<file path="config.mk">
export PLATFORM = sky130hd
export DESIGN_NAME = icc_channel
export DESIGN_NICKNAME = d
export VERILOG_FILES = /design/src/rtl/icc_pkg.sv /design/src/rtl/icc_channel.sv
export SDC_FILE = /design/constraint.sdc
export NUM_CORES = 1
export LEC_CHECK = 0
export ABC_CLOCK_PERIOD_IN_PS = 9900
export BUFFER_PORTS_ARGS = -buffer_cell sky130_fd_sc_hd__buf_4
export CAP_MARGIN = 20
export CORE_MARGIN = 5
export CORE_UTILIZATION = 50
export DETAILED_ROUTE_END_ITERATION = 10
export PLACE_DENSITY = 0.78
export REMOVE_ABC_BUFFERS = 1
export SETUP_SLACK_MARGIN = 0.15
export SYNTH_ARGS = -nofsm -noshare
export SYNTH_HDL_FRONTEND = slang
export SYNTH_SLANG_ARGS = --single-unit
</file>
<file path="constraint.sdc">
create_clock -name clk_sys -period 9.9 [get_ports clk_sys]
set_input_delay 0.99 -clock clk_sys [delete_from_list [all_inputs] [get_ports clk_sys]]
set_output_delay 0.99 -clock clk_sys [all_outputs]
set_load 0.05 [all_outputs]
</file>
<file path="src/rtl/icc_pkg.sv">
// Purpose: Shared constants and types of the input capture channel
// Assumes: APB with 32-bit data, one word per register
// Notes: Control register layout sits in the low 16 bits
package icc_pkg;
	localparam logic [3:0] ICC_OFS_CTRL = 4'h0;
	localparam logic [3:0] ICC_OFS_BUF = 4'h4;
	localparam logic [3:0] ICC_OFS_STAT = 4'h8;
	localparam logic [3:0] ICC_OFS_MASK = 4'hc;
	localparam int ICC_POS_HALT = 13;
	localparam int ICC_POS_TSEL = 10;
	localparam int ICC_POS_IPER = 5;
	localparam int ICC_POS_OVF = 4;
	localparam int ICC_POS_BNE = 3;
	localparam int ICC_POS_MODE = 0;
	localparam logic [15:0] ICC_CTRL_WMASK = 16'h3c67;
	localparam logic [15:0] ICC_CTRL_RST = 16'h0000;
	localparam logic [2:0] ICC_IRQ_RST = 3'h0;
	localparam int ICC_POS_EV_CAP = 0;
	localparam int ICC_POS_EV_OVF = 1;
	localparam int ICC_POS_EV_WAKE = 2;
	localparam logic [3:0] ICC_PRE_4_LAST = 4'h3;
	localparam logic [3:0] ICC_PRE_16_LAST = 4'hf;

	typedef enum logic [2:0]
	{
		ICC_M_OFF = 3'b000,
		ICC_M_BOTH = 3'b001,
		ICC_M_FALL = 3'b010,
		ICC_M_RISE = 3'b011,
		ICC_M_PRE4 = 3'b100,
		ICC_M_PRE16 = 3'b101,
		ICC_M_UNUSED = 3'b110,
		ICC_M_WAKE = 3'b111
	} icc_mode_e;

	typedef enum logic [2:0]
	{
		ICC_T_TMR3 = 3'b000,
		ICC_T_TMR2 = 3'b001,
		ICC_T_TMR4 = 3'b010,
		ICC_T_TMR5 = 3'b011,
		ICC_T_TMR1 = 3'b100,
		ICC_T_RSV5 = 3'b101,
		ICC_T_RSV6 = 3'b110,
		ICC_T_PCLK = 3'b111
	} icc_tsel_e;

	typedef struct packed
	{
		logic [15:0] timer1_clock;
		logic [15:0] timer2_clock;
		logic [15:0] timer3_clock;
		logic [15:0] timer4_clock;
		logic [15:0] timer5_clock;
	} icc_timers_s;

	typedef struct packed
	{
		logic halt_in_idle;
		logic [2:0] timebase_select;
		logic [1:0] captures_per_irq;
		logic [2:0] capture_mode_select;
	} icc_ctrl_s;
endpackage

</file>
<file path="src/rtl/icc_channel.sv">
// Purpose: Input capture channel with APB registers and capture buffer
// Assumes: Timer counts come from logic on clk_sys; capture pin is asynchronous
// Notes: Peripheral clock timebase is a free-running counter on clk_sys
//
// Contract
// - Halt bit set stops the channel in CPU idle, else it keeps running.
// - Timebase select picks peripheral clock, timer1..timer5; 110 and 101 reserved.
// - Captures-per-interrupt: interrupt every first, second, third or fourth capture.
// - Captures-per-interrupt is ignored in both-edge and wake-pin modes.
// - Read-only overflow flag sets on buffer overflow, reads zero otherwise.
// - Buffer-not-empty flag reads one while a captured value remains.
// - Overflow and not-empty bits are hardware-only, readable, reset to zero.
// - Mode 111 acts only as rising-edge wake interrupt in sleep and idle.
// - Mode 110 is unused and treated as disabled.
// - Mode 101 captures every sixteenth rising edge via a prescaler.
// - Mode 100 captures every fourth rising edge via a prescaler.
// - Mode 011 captures every rising edge.
// - Mode 010 captures every falling edge.
// - Mode 001 captures every rising and falling edge.
// - Mode 000 switches the channel off.
// - Unimplemented control bits ignore writes and read zero.
//
// Decided for this implementation: the placing of the registers and the APB interface to the registers.
`timescale 1ns/1ps
module icc_channel
#(
	parameter int DEPTH = 4
)
(
	input wire logic clk_sys,
	input wire logic reset,
	input wire logic clk_en,
	input wire logic psel,
	input wire logic penable,
	input wire logic pwrite,
	input wire logic [31:0] paddr,
	input wire logic [31:0] pwdata,
	input wire logic [3:0] pstrb,
	output logic [31:0] prdata,
	output logic pready,
	output logic pslverr,
	input wire logic capture_channel_n,
	input wire icc_pkg::icc_timers_s timers,
	input wire logic cpu_idle,
	input wire logic cpu_sleep,
	output logic irq
);
	import icc_pkg::*;

	localparam int PW = $clog2(DEPTH);
	localparam int CW = $clog2(DEPTH + 1);
	localparam logic [CW-1:0] FULL_CNT = CW'(DEPTH);

	// ------------------------------------------------------------
	// Registers and bus decode
	// ------------------------------------------------------------
	icc_ctrl_s ctrl;
	logic [2:0] irq_stat;
	logic [2:0] irq_mask;
	logic [15:0] pclk_count;
	logic [15:0] buf_mem [DEPTH];
	logic [PW-1:0] wr_ptr;
	logic [PW-1:0] rd_ptr;
	logic [CW-1:0] fill;
	logic ovf;
	logic sync_a;
	logic sync_b;
	logic prev_in;
	logic [3:0] pre_cnt;
	logic [1:0] ev_cnt;
	icc_mode_e mode;

	wire setup = psel && !penable;
	wire access = psel && penable && clk_en;
	wire [3:0] ofs = {paddr[3:2], 2'b00};
	wire hit_ctrl = paddr[31:4] == 28'h0 && ofs == ICC_OFS_CTRL;
	wire hit_buf = paddr[31:4] == 28'h0 && ofs == ICC_OFS_BUF;
	wire hit_stat = paddr[31:4] == 28'h0 && ofs == ICC_OFS_STAT;
	wire hit_mask = paddr[31:4] == 28'h0 && ofs == ICC_OFS_MASK;
	wire mapped = hit_ctrl || hit_buf || hit_stat || hit_mask;
	wire wr_low = access && pwrite && pstrb[0];
	wire wr_ctrl = access && pwrite && hit_ctrl && pstrb[1:0] == 2'b11;
	wire wr_stat = wr_low && hit_stat;
	wire wr_mask = wr_low && hit_mask;
	wire rd_buf = access && !pwrite && hit_buf;
	wire bne = fill != '0;
	wire full = fill == FULL_CNT;
	wire pop = rd_buf && bne;

	// Hardware-only flags are spliced in; unimplemented bits stay zero
	wire [15:0] ctrl_view = {2'b00, ctrl.halt_in_idle, ctrl.timebase_select, 3'b000,
		ctrl.captures_per_irq, ovf, bne, ctrl.capture_mode_select};

	assign mode = icc_mode_e'(ctrl.capture_mode_select);
	assign pready = clk_en;
	assign pslverr = access && !mapped;

	function automatic logic [15:0] pick_base(input logic [2:0] sel, input icc_timers_s t,
		input logic [15:0] pc);
		case (sel)
			ICC_T_PCLK: pick_base = pc;
			ICC_T_TMR1: pick_base = t.timer1_clock;
			ICC_T_TMR5: pick_base = t.timer5_clock;
			ICC_T_TMR4: pick_base = t.timer4_clock;
			ICC_T_TMR2: pick_base = t.timer2_clock;
			ICC_T_TMR3: pick_base = t.timer3_clock;
			default: pick_base = 16'h0000;
		endcase
	endfunction

	// ------------------------------------------------------------
	// Edge detection and capture qualification
	// ------------------------------------------------------------
	wire rise = sync_b && !prev_in;
	wire fall = !sync_b && prev_in;
	// Idle halt only applies when the halt bit is set
	wire halted = cpu_sleep || (ctrl.halt_in_idle && cpu_idle);
	wire active = !halted && mode != ICC_M_OFF && mode != ICC_M_UNUSED
		&& mode != ICC_M_WAKE;
	wire pre_last = (mode == ICC_M_PRE4) ? (pre_cnt == ICC_PRE_4_LAST)
		: (pre_cnt == ICC_PRE_16_LAST);
	wire pre_mode = mode == ICC_M_PRE4 || mode == ICC_M_PRE16;
	logic cap_evt;
	always_comb
	begin
		case (mode)
			ICC_M_BOTH: cap_evt = rise || fall;
			ICC_M_FALL: cap_evt = fall;
			ICC_M_RISE: cap_evt = rise;
			ICC_M_PRE4: cap_evt = rise && pre_last;
			ICC_M_PRE16: cap_evt = rise && pre_last;
			default: cap_evt = 1'b0;
		endcase
	end
	wire cap = cap_evt && active;
	wire push = cap && !full;
	wire lost = cap && full;
	wire [15:0] base = pick_base(ctrl.timebase_select, timers, pclk_count);
	// Every capture interrupts in both-edge mode
	wire irq_cap = cap && (mode == ICC_M_BOTH || ev_cnt == ctrl.captures_per_irq);
	// Wake pin ignores every other control bit
	wire irq_wake = mode == ICC_M_WAKE && rise && (cpu_sleep || cpu_idle);
	wire [2:0] ev_set = {irq_wake, lost, irq_cap};

	// ------------------------------------------------------------
	// Sequential state
	// ------------------------------------------------------------
	always_ff @(posedge clk_sys)
	begin
		if (reset)
		begin
			sync_a <= 1'b0;
			sync_b <= 1'b0;
			prev_in <= 1'b0;
		end
		else if (clk_en)
		begin
			sync_a <= capture_channel_n;
			sync_b <= sync_a;
			prev_in <= sync_b;
		end
	end

	always_ff @(posedge clk_sys)
	begin
		if (reset)
		begin
			ctrl <= icc_ctrl_s'(ICC_CTRL_RST);
			irq_mask <= ICC_IRQ_RST;
			pclk_count <= 16'h0000;
		end
		else if (clk_en)
		begin
			pclk_count <= pclk_count + 16'h0001;
			if (wr_ctrl)
			begin
				ctrl.halt_in_idle <= pwdata[ICC_POS_HALT];
				ctrl.timebase_select <= pwdata[ICC_POS_TSEL +: 3];
				ctrl.captures_per_irq <= pwdata[ICC_POS_IPER +: 2];
				ctrl.capture_mode_select <= pwdata[ICC_POS_MODE +: 3];
			end
			if (wr_mask)
				irq_mask <= pwdata[2:0];
		end
	end

	// Set wins over a write-one clear in the same cycle
	always_ff @(posedge clk_sys)
	begin
		if (reset)
			irq_stat <= ICC_IRQ_RST;
		else if (clk_en)
			irq_stat <= (irq_stat & ~(wr_stat ? pwdata[2:0] : 3'h0)) | ev_set;
	end

	assign irq = |(irq_stat & irq_mask);

	// Prescaler and event counters restart whenever the channel is off
	always_ff @(posedge clk_sys)
	begin
		if (reset || (clk_en && !active))
		begin
			pre_cnt <= 4'h0;
			ev_cnt <= 2'h0;
		end
		else if (clk_en)
		begin
			if (pre_mode && rise)
				pre_cnt <= pre_last ? 4'h0 : pre_cnt + 4'h1;
			if (irq_cap)
				ev_cnt <= 2'h0;
			else if (cap && mode != ICC_M_BOTH)
				ev_cnt <= ev_cnt + 2'h1;
		end
	end

	// Buffer keeps oldest values; a capture into a full buffer is dropped
	always_ff @(posedge clk_sys)
	begin
		if (reset)
		begin
			wr_ptr <= '0;
			rd_ptr <= '0;
			fill <= '0;
			ovf <= 1'b0;
		end
		else if (clk_en)
		begin
			if (push)
			begin
				buf_mem[wr_ptr] <= base;
				wr_ptr <= (wr_ptr == PW'(DEPTH - 1)) ? '0 : wr_ptr + PW'(1);
			end
			if (pop)
				rd_ptr <= (rd_ptr == PW'(DEPTH - 1)) ? '0 : rd_ptr + PW'(1);
			fill <= fill + CW'(push) - CW'(pop);
			if (lost)
				ovf <= 1'b1;
			else if (pop && fill == CW'(1))
				ovf <= 1'b0;
		end
	end

	always_ff @(posedge clk_sys)
	begin
		if (reset)
			prdata <= 32'h0000_0000;
		else if (clk_en && setup)
		begin
			if (hit_ctrl)
				prdata <= {16'h0000, ctrl_view};
			else if (hit_buf)
				prdata <= {16'h0000, bne ? buf_mem[rd_ptr] : 16'h0000};
			else if (hit_stat)
				prdata <= {29'h0, irq_stat};
			else if (hit_mask)
				prdata <= {29'h0, irq_mask};
			else
				prdata <= 32'h0000_0000;
		end
	end
endmodule

</file>
[After elaboration in Yosys (flattened, before gate mapping)]
Memories as Yosys holds them, arrays and structs flattened. A register that Yosys moved wholly into a read port is not among the register bits.
Cells that the tools add are included.
Storage, ports and cells
  input bits: 157
  memories: 1
  bits in writable memories: 64
  bits in registers: 80
Memories
  buf_mem: words 4, bits a word 16, read ports 1, clocked after Yosys merged registers in 1, write ports 1, line icc_channel.sv:61  | logic [15:0] buf_mem [DEPTH];
Operators by class
  mux-type cells: 22
  $add $sub $neg: 7
  reduce and logical (&&, ||, !) cells: 68
  bitwise gates (word level): 4
  eq/ne operators: 25
Operator list (count)
  $pmux W16 S6: 1
  $mux W16: 3
  $logic_and A1 B1 Y1: 35
  $logic_not A28 Y1: 1
  $eq A3 B3 Y1 const B: 6
  $add A16 B1 Y16 const B: 1
  $reduce_and A2 Y1: 7
  $eq A3 B2 Y1 const B: 4
  $mux W2: 6
  $eq A2 B2 Y1 const B: 5
  $eq A3 B1 Y1 const B: 3
  $logic_or A1 B1 Y1: 9
  $mux W3: 3
  $logic_not A1 Y1: 8
  $mux W1: 7
  $add A2 B1 Y2 const B: 3
  $and A3 B3 Y3: 2
  $ne A3 B3 Y1 const B: 2
  $reduce_bool A3 Y1: 2
  $add A4 B1 Y4 const B: 1
  $eq A4 B2 Y1 const B: 1
  $eq A4 B4 Y1 const B: 1
  $logic_not A4 Y1: 1
  $mux W4: 1
  12 further kinds: 13

[Longest topological paths before layout]
Gate-level depths: netlist of the first run.
  word-level depth: 12
  gate-level depth with buffers: 14
  depth with buffers taken out: 14

[Worst setup path after synthesis of the first run]
OpenSTA, ideal clock, no wires.
  path type: input -> register
  from: input cpu_sleep
  to: memory buf_mem[0][0] (enable)
  setup time: 0.436 ns
  data arrival time: 3.298 ns
  buffers on the path: 0
  setup slack: 6.166 ns
  stages: 4
  cells stage by stage: a21oi_1 -> o311a_1 -> nand3_1 -> nor4b_1
On the way
  cells in the longest elaborated chain, start to end: 11
Ends and longest elaborated chain
  start: declaration: line icc_channel.sv:45  | input wire logic cpu_sleep,
  $logic_or A1 B1 Y1: line icc_channel.sv:117  | wire halted = cpu_sleep || (ctrl.halt_in_idle && cpu_idle);
  $logic_not A1 Y1: line icc_channel.sv:118  | wire active = !halted && mode != ICC_M_OFF && mode != ICC_M_UNUSED
  $logic_and A1 B1 Y1 (2 in series): line icc_channel.sv:118
  $logic_and A1 B1 Y1: line icc_channel.sv:119  | && mode != ICC_M_WAKE;
  $logic_and A1 B1 Y1: line icc_channel.sv:135  | wire cap = cap_evt && active;
  $logic_and A1 B1 Y1: line icc_channel.sv:136  | wire push = cap && !full;
  $mux W1: line icc_channel.sv:229  | if (push)
  $mux W1: line icc_channel.sv:227  | else if (clk_en)
  $mux W1: line icc_channel.sv:220  | if (reset)
  $mux W1 (not written as such): line icc_channel.sv:231  | buf_mem[wr_ptr] <= base;
  end: declaration: line icc_channel.sv:61
Every way passes these cells.

[Worst setup path after layout of the first run]
  from: input paddr[6]
  to: output pslverr
On the way
  cells in the longest elaborated chain, start to end: 7
  elaborated cells between the ends (all ways): 10
Ends and longest elaborated chain
  start: declaration: line icc_channel.sv:36  | input wire logic [31:0] paddr,
  $logic_not A28 Y1 *
  $logic_and A1 B1 Y1 (on tied branches): line icc_channel.sv:76, icc_channel.sv:77
  $logic_or A1 B1 Y1 (2 in series): line icc_channel.sv:80  | wire mapped = hit_ctrl || hit_buf || hit_stat || hit_mask;
  $logic_or A1 B1 Y1 *: line icc_channel.sv:80
  $logic_not A1 Y1 *: line icc_channel.sv:96  | assign pslverr = access && !mapped;
  $logic_and A1 B1 Y1 *: line icc_channel.sv:96
  end: declaration: line icc_channel.sv:41  | output logic pslverr,
Mark *: on every way between the ends. The rest lies on a longest branch, timed or not.

==> flow_metrics.py, run 1 <==
metrics = {
    "status": {
        "status": "complete, no violations",
    },
    "place": {
        "placed_area_um2": 7640,
        "place_congestion": 0.857,
        "numPortBuffers": 148,
        "hpwlAfterDp_um": 11800,
    },
    "layout": {
        "drive_above_1_share": 0.303,
        "n_antenna_cell": 0,
        "fin_area_um2": 8250,
        "syn_to_final_growth_pct": 27.7,
        "register_area_um2": 3240,
        "multi_input_area_um2": 2940,
        "final_nets": 895,
        "fill_cells": 945,
    },
    "timing": {
        "slew_viol_final": 0,
        "fin_crit_sh": 0.333,
        "hold_viol": 0,
        "slew_headroom": 0.330,
        "tightestPinTransition_ps": 1000,
        "min_period_ps": 3290,
        "rsz0062_at_grt": "false",
        "fin_setup_tns_ps": 0,
        "fmax_mhz": 304,
        "clock_skew_ps": 7.42,
        "finalSetupViolCount": 0,
    },
    "critical_path": {
        "max_stage_delay_ps": 350,
        "cp.required_ps": 8910,
        "ff2ff_path_depth": 12,
        "critPathTopFamily": "simple AND/OR/NAND/NOR gates",
        "end_kind": "output port",
        "r2r_end": "fill[2]",
        "worstSetupStartpointType": "input port",
        "cp_max_fo": 7,
        "cp.arrival_ps": 2300,
        "path_class": "in2out",
        "path_cells": "buf_4 > nor4_1 > nand4_2 > nor2_1 > nor2_1 > buf_4",
        "critPathSlowestCell": "nor4_1",
        "critPathBufInv": 2,
        "r2r_slack_ps": 6890,
        "reg2reg_from": "mode[0]",
    },
    "cts": {
        "clock-sinks": 130,
        "post_cts_buffers": 0,
        "insertion_delay_ps": 410,
        "numCtsBuffers": 17,
        "cts_hold_buf": 0,
        "htreeDepth": 4,
        "clk_pin_slew_ps": 60,
        "clock_tree.buffer_depth": 2,
        "cts_resized": 0,
        "cts_root_buffer": "clkbuf_16",
        "tritoncts": "yes",
    },
    "die": {
        "die_y_um": 124,
        "fp.dieW_um": 124,
        "rows": 41,
        "dieArea_um2": 15300,
        "coreArea_um2": 12600,
        "start_util": 0.512,
        "ioPinCount": 192,
    },
    "synth": {
        "netlist_area_um2": 6450,
        "async_flop_share": 0,
        "synth_area_leaders": "edfxtp_1 (30%), dfxtp_1 (20%), mux4_2 (5.9%)",
        "synth_edf_count": 64,
        "ys_seq_area_frac": 0.502,
        "syn_avg_cell_area_um2": 10.9,
        "synth_cell_types": 60,
        "synthCells": 590,
        "ys.flop_type": "dfxtp_1",
        "yosysWarningCount": 0,
        "synth_seq_cells": 130,
        "yosys.area.top_type_share": 0.298,
        "synth_top_cell_by_area": "edfxtp_1",
    },
    "route": {
        "ant_nets": 0,
        "avgRoutedWirePerCell_um": 18.3,
        "dr.pass1.iters": 5,
        "viasPerCell": 5.78,
        "vias": 5267,
        "drtIter0Drc": 327,
        "drc_errors": 0,
        "wl_um": 16700,
    },
    "global_route": {
        "grt.total_usage": 0.224,
        "antenna_found_initial": 0,
        "grt_overflow": 0,
        "grt_pass1_vias": 5334,
        "grt_max_degree": 66,
        "grt_pass1_wl_um": 26200,
    },
    "power_and_ir_drop": {
        "peakVddDrop_v": 0.000147,
        "p_leak_nw": 3.04,
        "power_density_nw_per_um2": 155,
    },
    "worst_hold_path": {
        "hp-start": "prdata[3]",
        "min_path_type": "reg2reg",
        "holdPathStages": 2,
        "min_to": "prdata[3]",
    },
    "run": {
        "max-cap-violations": 0,
    },
}
tightest hold or removal path, delay by kind of cell, from the launching register on:
kind	cells	cell delay (ps)
and+or+nand+nor	1	50
DFF	1	310
AOI/OAI and AO/OA	1	50
cell families after synthesis:
logic type / share of synthesized area
and+or+nand+nor: 0.145
DFF: 0.502
AOI/OAI and AO/OA: 0.125
buffers and inverters: 0.0552
muxes: 0.123
xor gates and xnor gates: 0.0231
adders and majority gates: 0.0244
other: 0.000581
per-stage QoR:
stage               setup slack [ps]  hold slack [ps]  instances  power (mW)  utilization
global placement                6270              461        878       0.663        0.605
CTS                             6550              467        910        1.28        0.652
floorplan                       6170              442        550       0.610            -
finish                          6610              468        911        1.27        0.653
detailed placement              6150              459        878       0.665        0.605
global route                    6390              492        911        1.31        0.653
registers in the layout (all words and copies together) (netlist names), named ones only:
register	cells
buf_mem	64
ctrl	6
ev_cnt	2
fill	3
irq_mask	3
irq_stat	3
mode	3
ovf	1
pclk_count	16
prdata	16
pre_cnt	4
prev_in	1
rd_ptr	2
sync_a	1
sync_b	1
wr_ptr	2
worst max-delay path by stage:
stage,start,endpoint,slack [ps],depth (start not counted)
3_5_place_dp,paddr[6],fill[2],6150,12
3_3_place_gp,paddr[6],fill[2],6270,12
5_1_grt,clk_en,prdata[1],6390,5
4_1_cts,paddr[6],pslverr,6550,6
2_1_floorplan,cpu_sleep,buf_mem[0][0],6170,4
6_report,paddr[6],pslverr,6610,6
layer usage:
layer  vias to the layer above  wire length, µm  global-route usage
met5                         -                0                   0
met1                      2514             6680               0.278
met2                       257             8210               0.374
li1                       2457                -                   -
met3                        39             1500              0.0609
met4                         0              323              0.0817
cell usage in the layout (no fill, tap or decap), types with 5 or more instances in the layout:
cell and count:
a32oi_1 11, conb_1 16, nor2_1 73, nor3_1 5, o221ai_1 5, a22oi_1 15
o21ai_0 7, ha_1 11, a221oi_1 13, inv_1 17, buf_4 156, nor4_1 8
mux4_2 17, nand2_1 26, clkbuf_16 17, nand3_1 19, a211oi_1 6, xnor2_1 9
or3_1 8, mux2i_1 38, nor2b_1 5, edfxtp_1 64, dfxtp_1 66, xor2_1 8
a21oi_1 40, nand2b_1 8, nand4_1 5
report_power, final:
part | leakage, nW | total, mW | switching, mW | internal (mW)
Sequential | 1.11 | 0.567 | 0.00149 | 0.565
Combinational | 1.65 | 0.0874 | 0.0450 | 0.0424
Clock | 0.277 | 0.620 | 0.239 | 0.381
cell usage after synthesis (13+ instances only):
cell and number:
mux2i_1 38, nor2_1 73, buf_4 19, dfxtp_1 66
inv_1 17, a221oi_1 13, nand3_1 19, a21oi_1 40
a22oi_1 15, nand2_1 26, edfxtp_1 64, mux4_2 17
clkbuf_1 26
final cells by class:
type / count / share of cell area
clock inverter: 13 / 0.0184
multi-input combinational: 403 / 0.357
sequential: 130 / 0.393
timing repair buffer: 157 / 0.144
tap: 172 / 0.0261
inverter: 17 / 0.00774
clock buffer: 19 / 0.0537
No activity file was read; power rests on OpenSTA's default activity.
==> inputs of run 2 (changes only) <==
- ABC_CLOCK_PERIOD_IN_PS: 9900 -> 3200
- clock period: 9.9 -> 3.2 ns (I/O delays scaled with it)
==> flow_metrics.py, run 2 (same netlist as run 1, synthesis figures left out) <==
metrics = {
    "critical_path": {
        "cp_max_fo": 4,
        "worstSetupStartpointType": "flop",
        "cp.required_ps": 3470,
        "end_kind": "flop",
        "path_class": "reg2reg",
        "cp.arrival_ps": 3090,
    },
    "die": {
        "die_y_um": 124,
        "start_util": 0.512,
        "coreArea_um2": 12600,
        "fp.dieW_um": 124,
        "ioPinCount": 192,
        "rows": 41,
        "dieArea_um2": 15300,
    },
    "power_and_ir_drop": {
        "power_density_nw_per_um2": 471,
        "peakVddDrop_v": 0.000379,
        "p_leak_nw": 3.10,
    },
    "layout": {
        "layout_common_cells": "buf_4 (166), nor2_1 (73), dfxtp_1 (66)",
        "syn_to_final_growth_pct": 28.5,
        "utilization": 0.657,
        "n_antenna_cell": 0,
        "drive_above_1_share": 0.314,
        "largest_register": "buf_mem",
        "top_regs": "buf_mem x64, pclk_count x16, prdata x16",
        "largest_reg_flops": 64,
        "final_nets": 904,
        "mostFrequentLayoutCell": "buf_4",
        "fin_area_um2": 8290,
    },
    "timing": {
        "hold_viol": 0,
        "whs_ps": 151,
        "tightestPinTransition_ps": 765,
        "slew_headroom": 0.490,
        "slew_viol_final": 0,
        "min_period_ps": 2830,
        "finalWorstSetupSlack_ps": 374,
        "fin_crit_sh": 0.883,
        "finalSetupViolCount": 0,
        "rsz0062_at_grt": "false",
        "fmax_mhz": 354,
        "clock_skew_ps": 12.2,
    },
    "route": {
        "drc_errors": 0,
        "avgRoutedWirePerCell_um": 18.3,
        "vias": 5276,
        "wl_um": 16800,
        "dr.pass1.iters": 5,
        "ant_nets": 0,
        "viasPerCell": 5.73,
        "drtIter0Drc": 327,
    },
    "global_route": {
        "grtUsageMet1": 0.280,
        "grt_pass1_wl_um": 26800,
        "antenna_found_initial": 0,
        "grt_overflow": 0,
        "met3_usage": 0.0509,
        "grt.busiest_layer": "met2",
        "grt.total_usage": 0.227,
        "grt_max_degree": 66,
        "met2_usage": 0.390,
        "grt_pass1_vias": 5441,
    },
    "cts": {
        "cts_hold_buf": 0,
        "clock-sinks": 130,
        "clk_pin_slew_ps": 60,
        "cts_root_buffer": "clkbuf_16",
        "numCtsBuffers": 17,
        "insertion_delay_ps": 420,
        "clock_tree.buffer_depth": 2,
        "tritoncts": "yes",
        "htreeDepth": 4,
    },
    "status": {
        "status": "complete, no violations",
    },
    "run": {
        "max-cap-violations": 0,
    },
    "place": {
        "place_ws_ps": 307,
        "place_congestion": 0.870,
        "numPortBuffers": 148,
        "hpwlAfterDp_um": 12100,
        "placed_area_um2": 7710,
    },
    "worst_hold_path": {
        "min_path_type": "in2reg",
    },
}
==> run 2: layout make-up <==
type	count	area [µm²]
repair buffers	166	1250
flip-flops and latches	130	3240
multi-input cells	403	2950
clock inverters	14	140
fillers	989	4330
clock buffers	18	439
inverters	17	63.8
well taps	172	215
==> run 2: routing by layer <==
layer	up-vias	share of wire
li1	2482	-
met1	2510	0.40
met2	260	0.49
met3	24	0.089
met4	0	0.017
met5	-	0
==> run 2: path summary, 6_finish.rpt <==
path,slack [ps],cells after the start,endpoint,from
setup / recovery,370,14,fill[2],sync_b
hold reg to reg,470,2,prdata[3],prdata[3]
setup reg to reg,370,14,fill[2],sync_b
hold / removal,150,3,ctrl[6],pwdata[11]
==> run 2: power by group <==
part	switching (mW)	internal, mW	total (mW)	leakage (nW)
clock	0.761	1.11	1.88	0.290
sequential	0.00511	1.75	1.75	1.11
combinational	0.143	0.133	0.276	1.70
==> run 2: what timing repair did <==
item                                    in CTS  in global routing
endpoints found under the setup margin       0                  1
resized for setup                            0                  1
setup buffers                                0                  0
==> run 2: critical path, stage by stage (launching register included) <==
cell and delay (ps):
dfxtp_1 380, inv_1 60, ha_1 280, nand2b_1 70, a31oi_1 120, o21bai_2 210
nand3_1 130, ha_1 300, inv_1 40, ha_1 180, fa_1 400, xnor2_1 210
nand2_1 90, xor2_1 150, nor2_1 60
==> run 2: stage by stage <==
stage	TNS (ps)	instances	power (mW)
after floorplan	-12940	550	1.89
after global placement	0	888	2.05
after detailed placement	0	888	2.06
after CTS	0	920	3.93
after global routing	0	920	4.05
final	0	920	3.90
==> inputs of run 3 (changes only) <==
- BUFFER_PORTS_ARGS: -buffer_cell sky130_fd_sc_hd__buf_4 -> -buffer_cell sky130_fd_sc_hd__buf_2
- CTS_CLUSTER_SIZE: default -> 25
==> flow_metrics.py, run 3 (same netlist as run 1, synthesis figures left out) <==
metrics = {
    "timing": {
        "clock_skew_ps": 17.3,
        "min_period_ps": 2770,
        "finalSetupViolCount": 0,
        "tightestPinTransition_ps": 832,
        "fin_setup_tns_ps": 0,
        "rsz0062_at_grt": "false",
        "fmax_mhz": 361,
        "slew_viol_final": 0,
        "hold_viol": 0,
        "slew_headroom": 0.445,
        "fin_crit_sh": 0.865,
    },
    "critical_path": {
        "critPathTopFamily": "adder cells",
        "cpMostUsedCell": "ha_1",
        "max_stage_delay_ps": 390,
        "cp_max_fo": 4,
        "path_depth": 14,
        "ff2ff_path_depth": 14,
        "path_cells": "inv_1 > ha_1 > nand2b_1 > a31oi_1 > o21bai_2 > nand3_1 > ha_1 > inv_1 > ha_1 > fa_1 > xnor2_1 > nand2_1 > xor2_1 > nor2_1",
        "critPathBufInv": 2,
        "critPathSlowestCell": "fa_1",
        "end_kind": "flop",
        "worstSetupStartpointType": "flop",
        "critPathLaunch": "sync_b",
        "cp.required_ps": 3460,
        "cp.arrival_ps": 3030,
        "reg2reg_from": "sync_b",
        "path_class": "reg2reg",
    },
    "global_route": {
        "antenna_found_initial": 0,
        "grt_pass1_vias": 5341,
        "grt_pass1_wl_um": 26200,
        "grt_overflow": 0,
        "grt.total_usage": 0.221,
        "grt_max_degree": 43,
    },
    "die": {
        "die_y_um": 124,
        "coreArea_um2": 12600,
        "fp.dieW_um": 124,
        "dieArea_um2": 15300,
        "start_util": 0.512,
        "rows": 41,
        "ioPinCount": 192,
    },
    "layout": {
        "mostFrequentLayoutCell": "buf_2",
        "largest_reg_flops": 64,
        "n_antenna_cell": 0,
        "final_nets": 905,
        "syn_to_final_growth_pct": 23.3,
        "top_regs": "buf_mem x64, pclk_count x16, prdata x16",
        "largest_register": "buf_mem",
        "drive_above_1_share": 0.312,
        "fin_area_um2": 7960,
        "layout_common_cells": "buf_2 (148), nor2_1 (73), dfxtp_1 (66)",
    },
    "route": {
        "viasPerCell": 5.70,
        "vias": 5248,
        "dr.pass1.iters": 5,
        "drtIter0Drc": 394,
        "ant_nets": 0,
        "wl_um": 16700,
        "avgRoutedWirePerCell_um": 18.1,
        "drc_errors": 0,
    },
    "cts": {
        "cts_hold_buf": 0,
        "clock-sinks": 130,
        "clock_tree.buffer_depth": 2,
        "post_cts_buffers": 0,
        "tritoncts": "yes",
        "htreeDepth": 4,
        "clk_pin_slew_ps": 60,
        "numCtsBuffers": 17,
        "cts_root_buffer": "clkbuf_16",
        "cts_resized": 0,
        "insertion_delay_ps": 420,
    },
    "run": {
        "max-cap-violations": 0,
    },
    "status": {
        "status": "complete, no violations",
    },
    "power_and_ir_drop": {
        "power_density_nw_per_um2": 495,
        "peakVddDrop_v": 0.000438,
        "p_leak_nw": 2.99,
    },
    "place": {
        "place_congestion": 0.875,
        "placed_area_um2": 7350,
        "numPortBuffers": 148,
        "hpwlAfterDp_um": 11900,
    },
    "worst_hold_path": {
        "holdPathStages": 3,
        "min_path_type": "in2reg",
        "hp-start": "pwdata[13]",
    },
}
==> run 3: final cells by class <==
type / count / area, µm²
fillers: 974 / 4660
well taps: 172 / 215
clock inverters: 10 / 124
inverters: 17 / 63.8
flip-flops and latches: 130 / 3240
repair buffers: 167 / 883
clock buffers: 22 / 485
multi-input cells: 403 / 2950
==> run 3: path summary, 6_finish.rpt <==
| check | endpoint | slack, ps |
|---|---|---|
| min reg2reg | prdata[3] | 470 |
| max | fill[2] | 430 |
| max reg2reg | fill[2] | 430 |
| min | ctrl[8] | 160 |
==> run 3: worst min-delay path, cell delays in order <==
cell     delay (ps)
buf_2            80
mux2i_1          50
nor2_1           70
==> run 3: where the power goes <==
group	internal, mW	switching (mW)
Clock	1.24	0.720
Sequential	1.75	0.00496
Combinational	0.0890	0.141
==> run 3: through the flow <==
stage | worst slack (ps) | total power [mW] | hold WS [ps] | instances | util
finish | 432 | 3.94 | 156 | 921 | 0.631
global route | 253 | 4.07 | 167 | 921 | 0.631
CTS | 320 | 3.96 | 143 | 921 | 0.631
detailed placement | 364 | 2.02 | 459 | 889 | 0.582
global placement | 467 | 2.01 | 451 | 889 | 0.582
floorplan | -202 | 1.89 | 389 | 550 | -
==> run 3: layer usage <==
layer | part of all wire | vias up | GRT usage | routed length (µm)
met4 | 0.015 | 0 | 0.0699 | 243
li1 | - | 2477 | - | -
met2 | 0.49 | 237 | 0.374 | 8150
met5 | 0 | - | 0 | 0
met3 | 0.082 | 21 | 0.0577 | 1370
met1 | 0.41 | 2513 | 0.276 | 6920
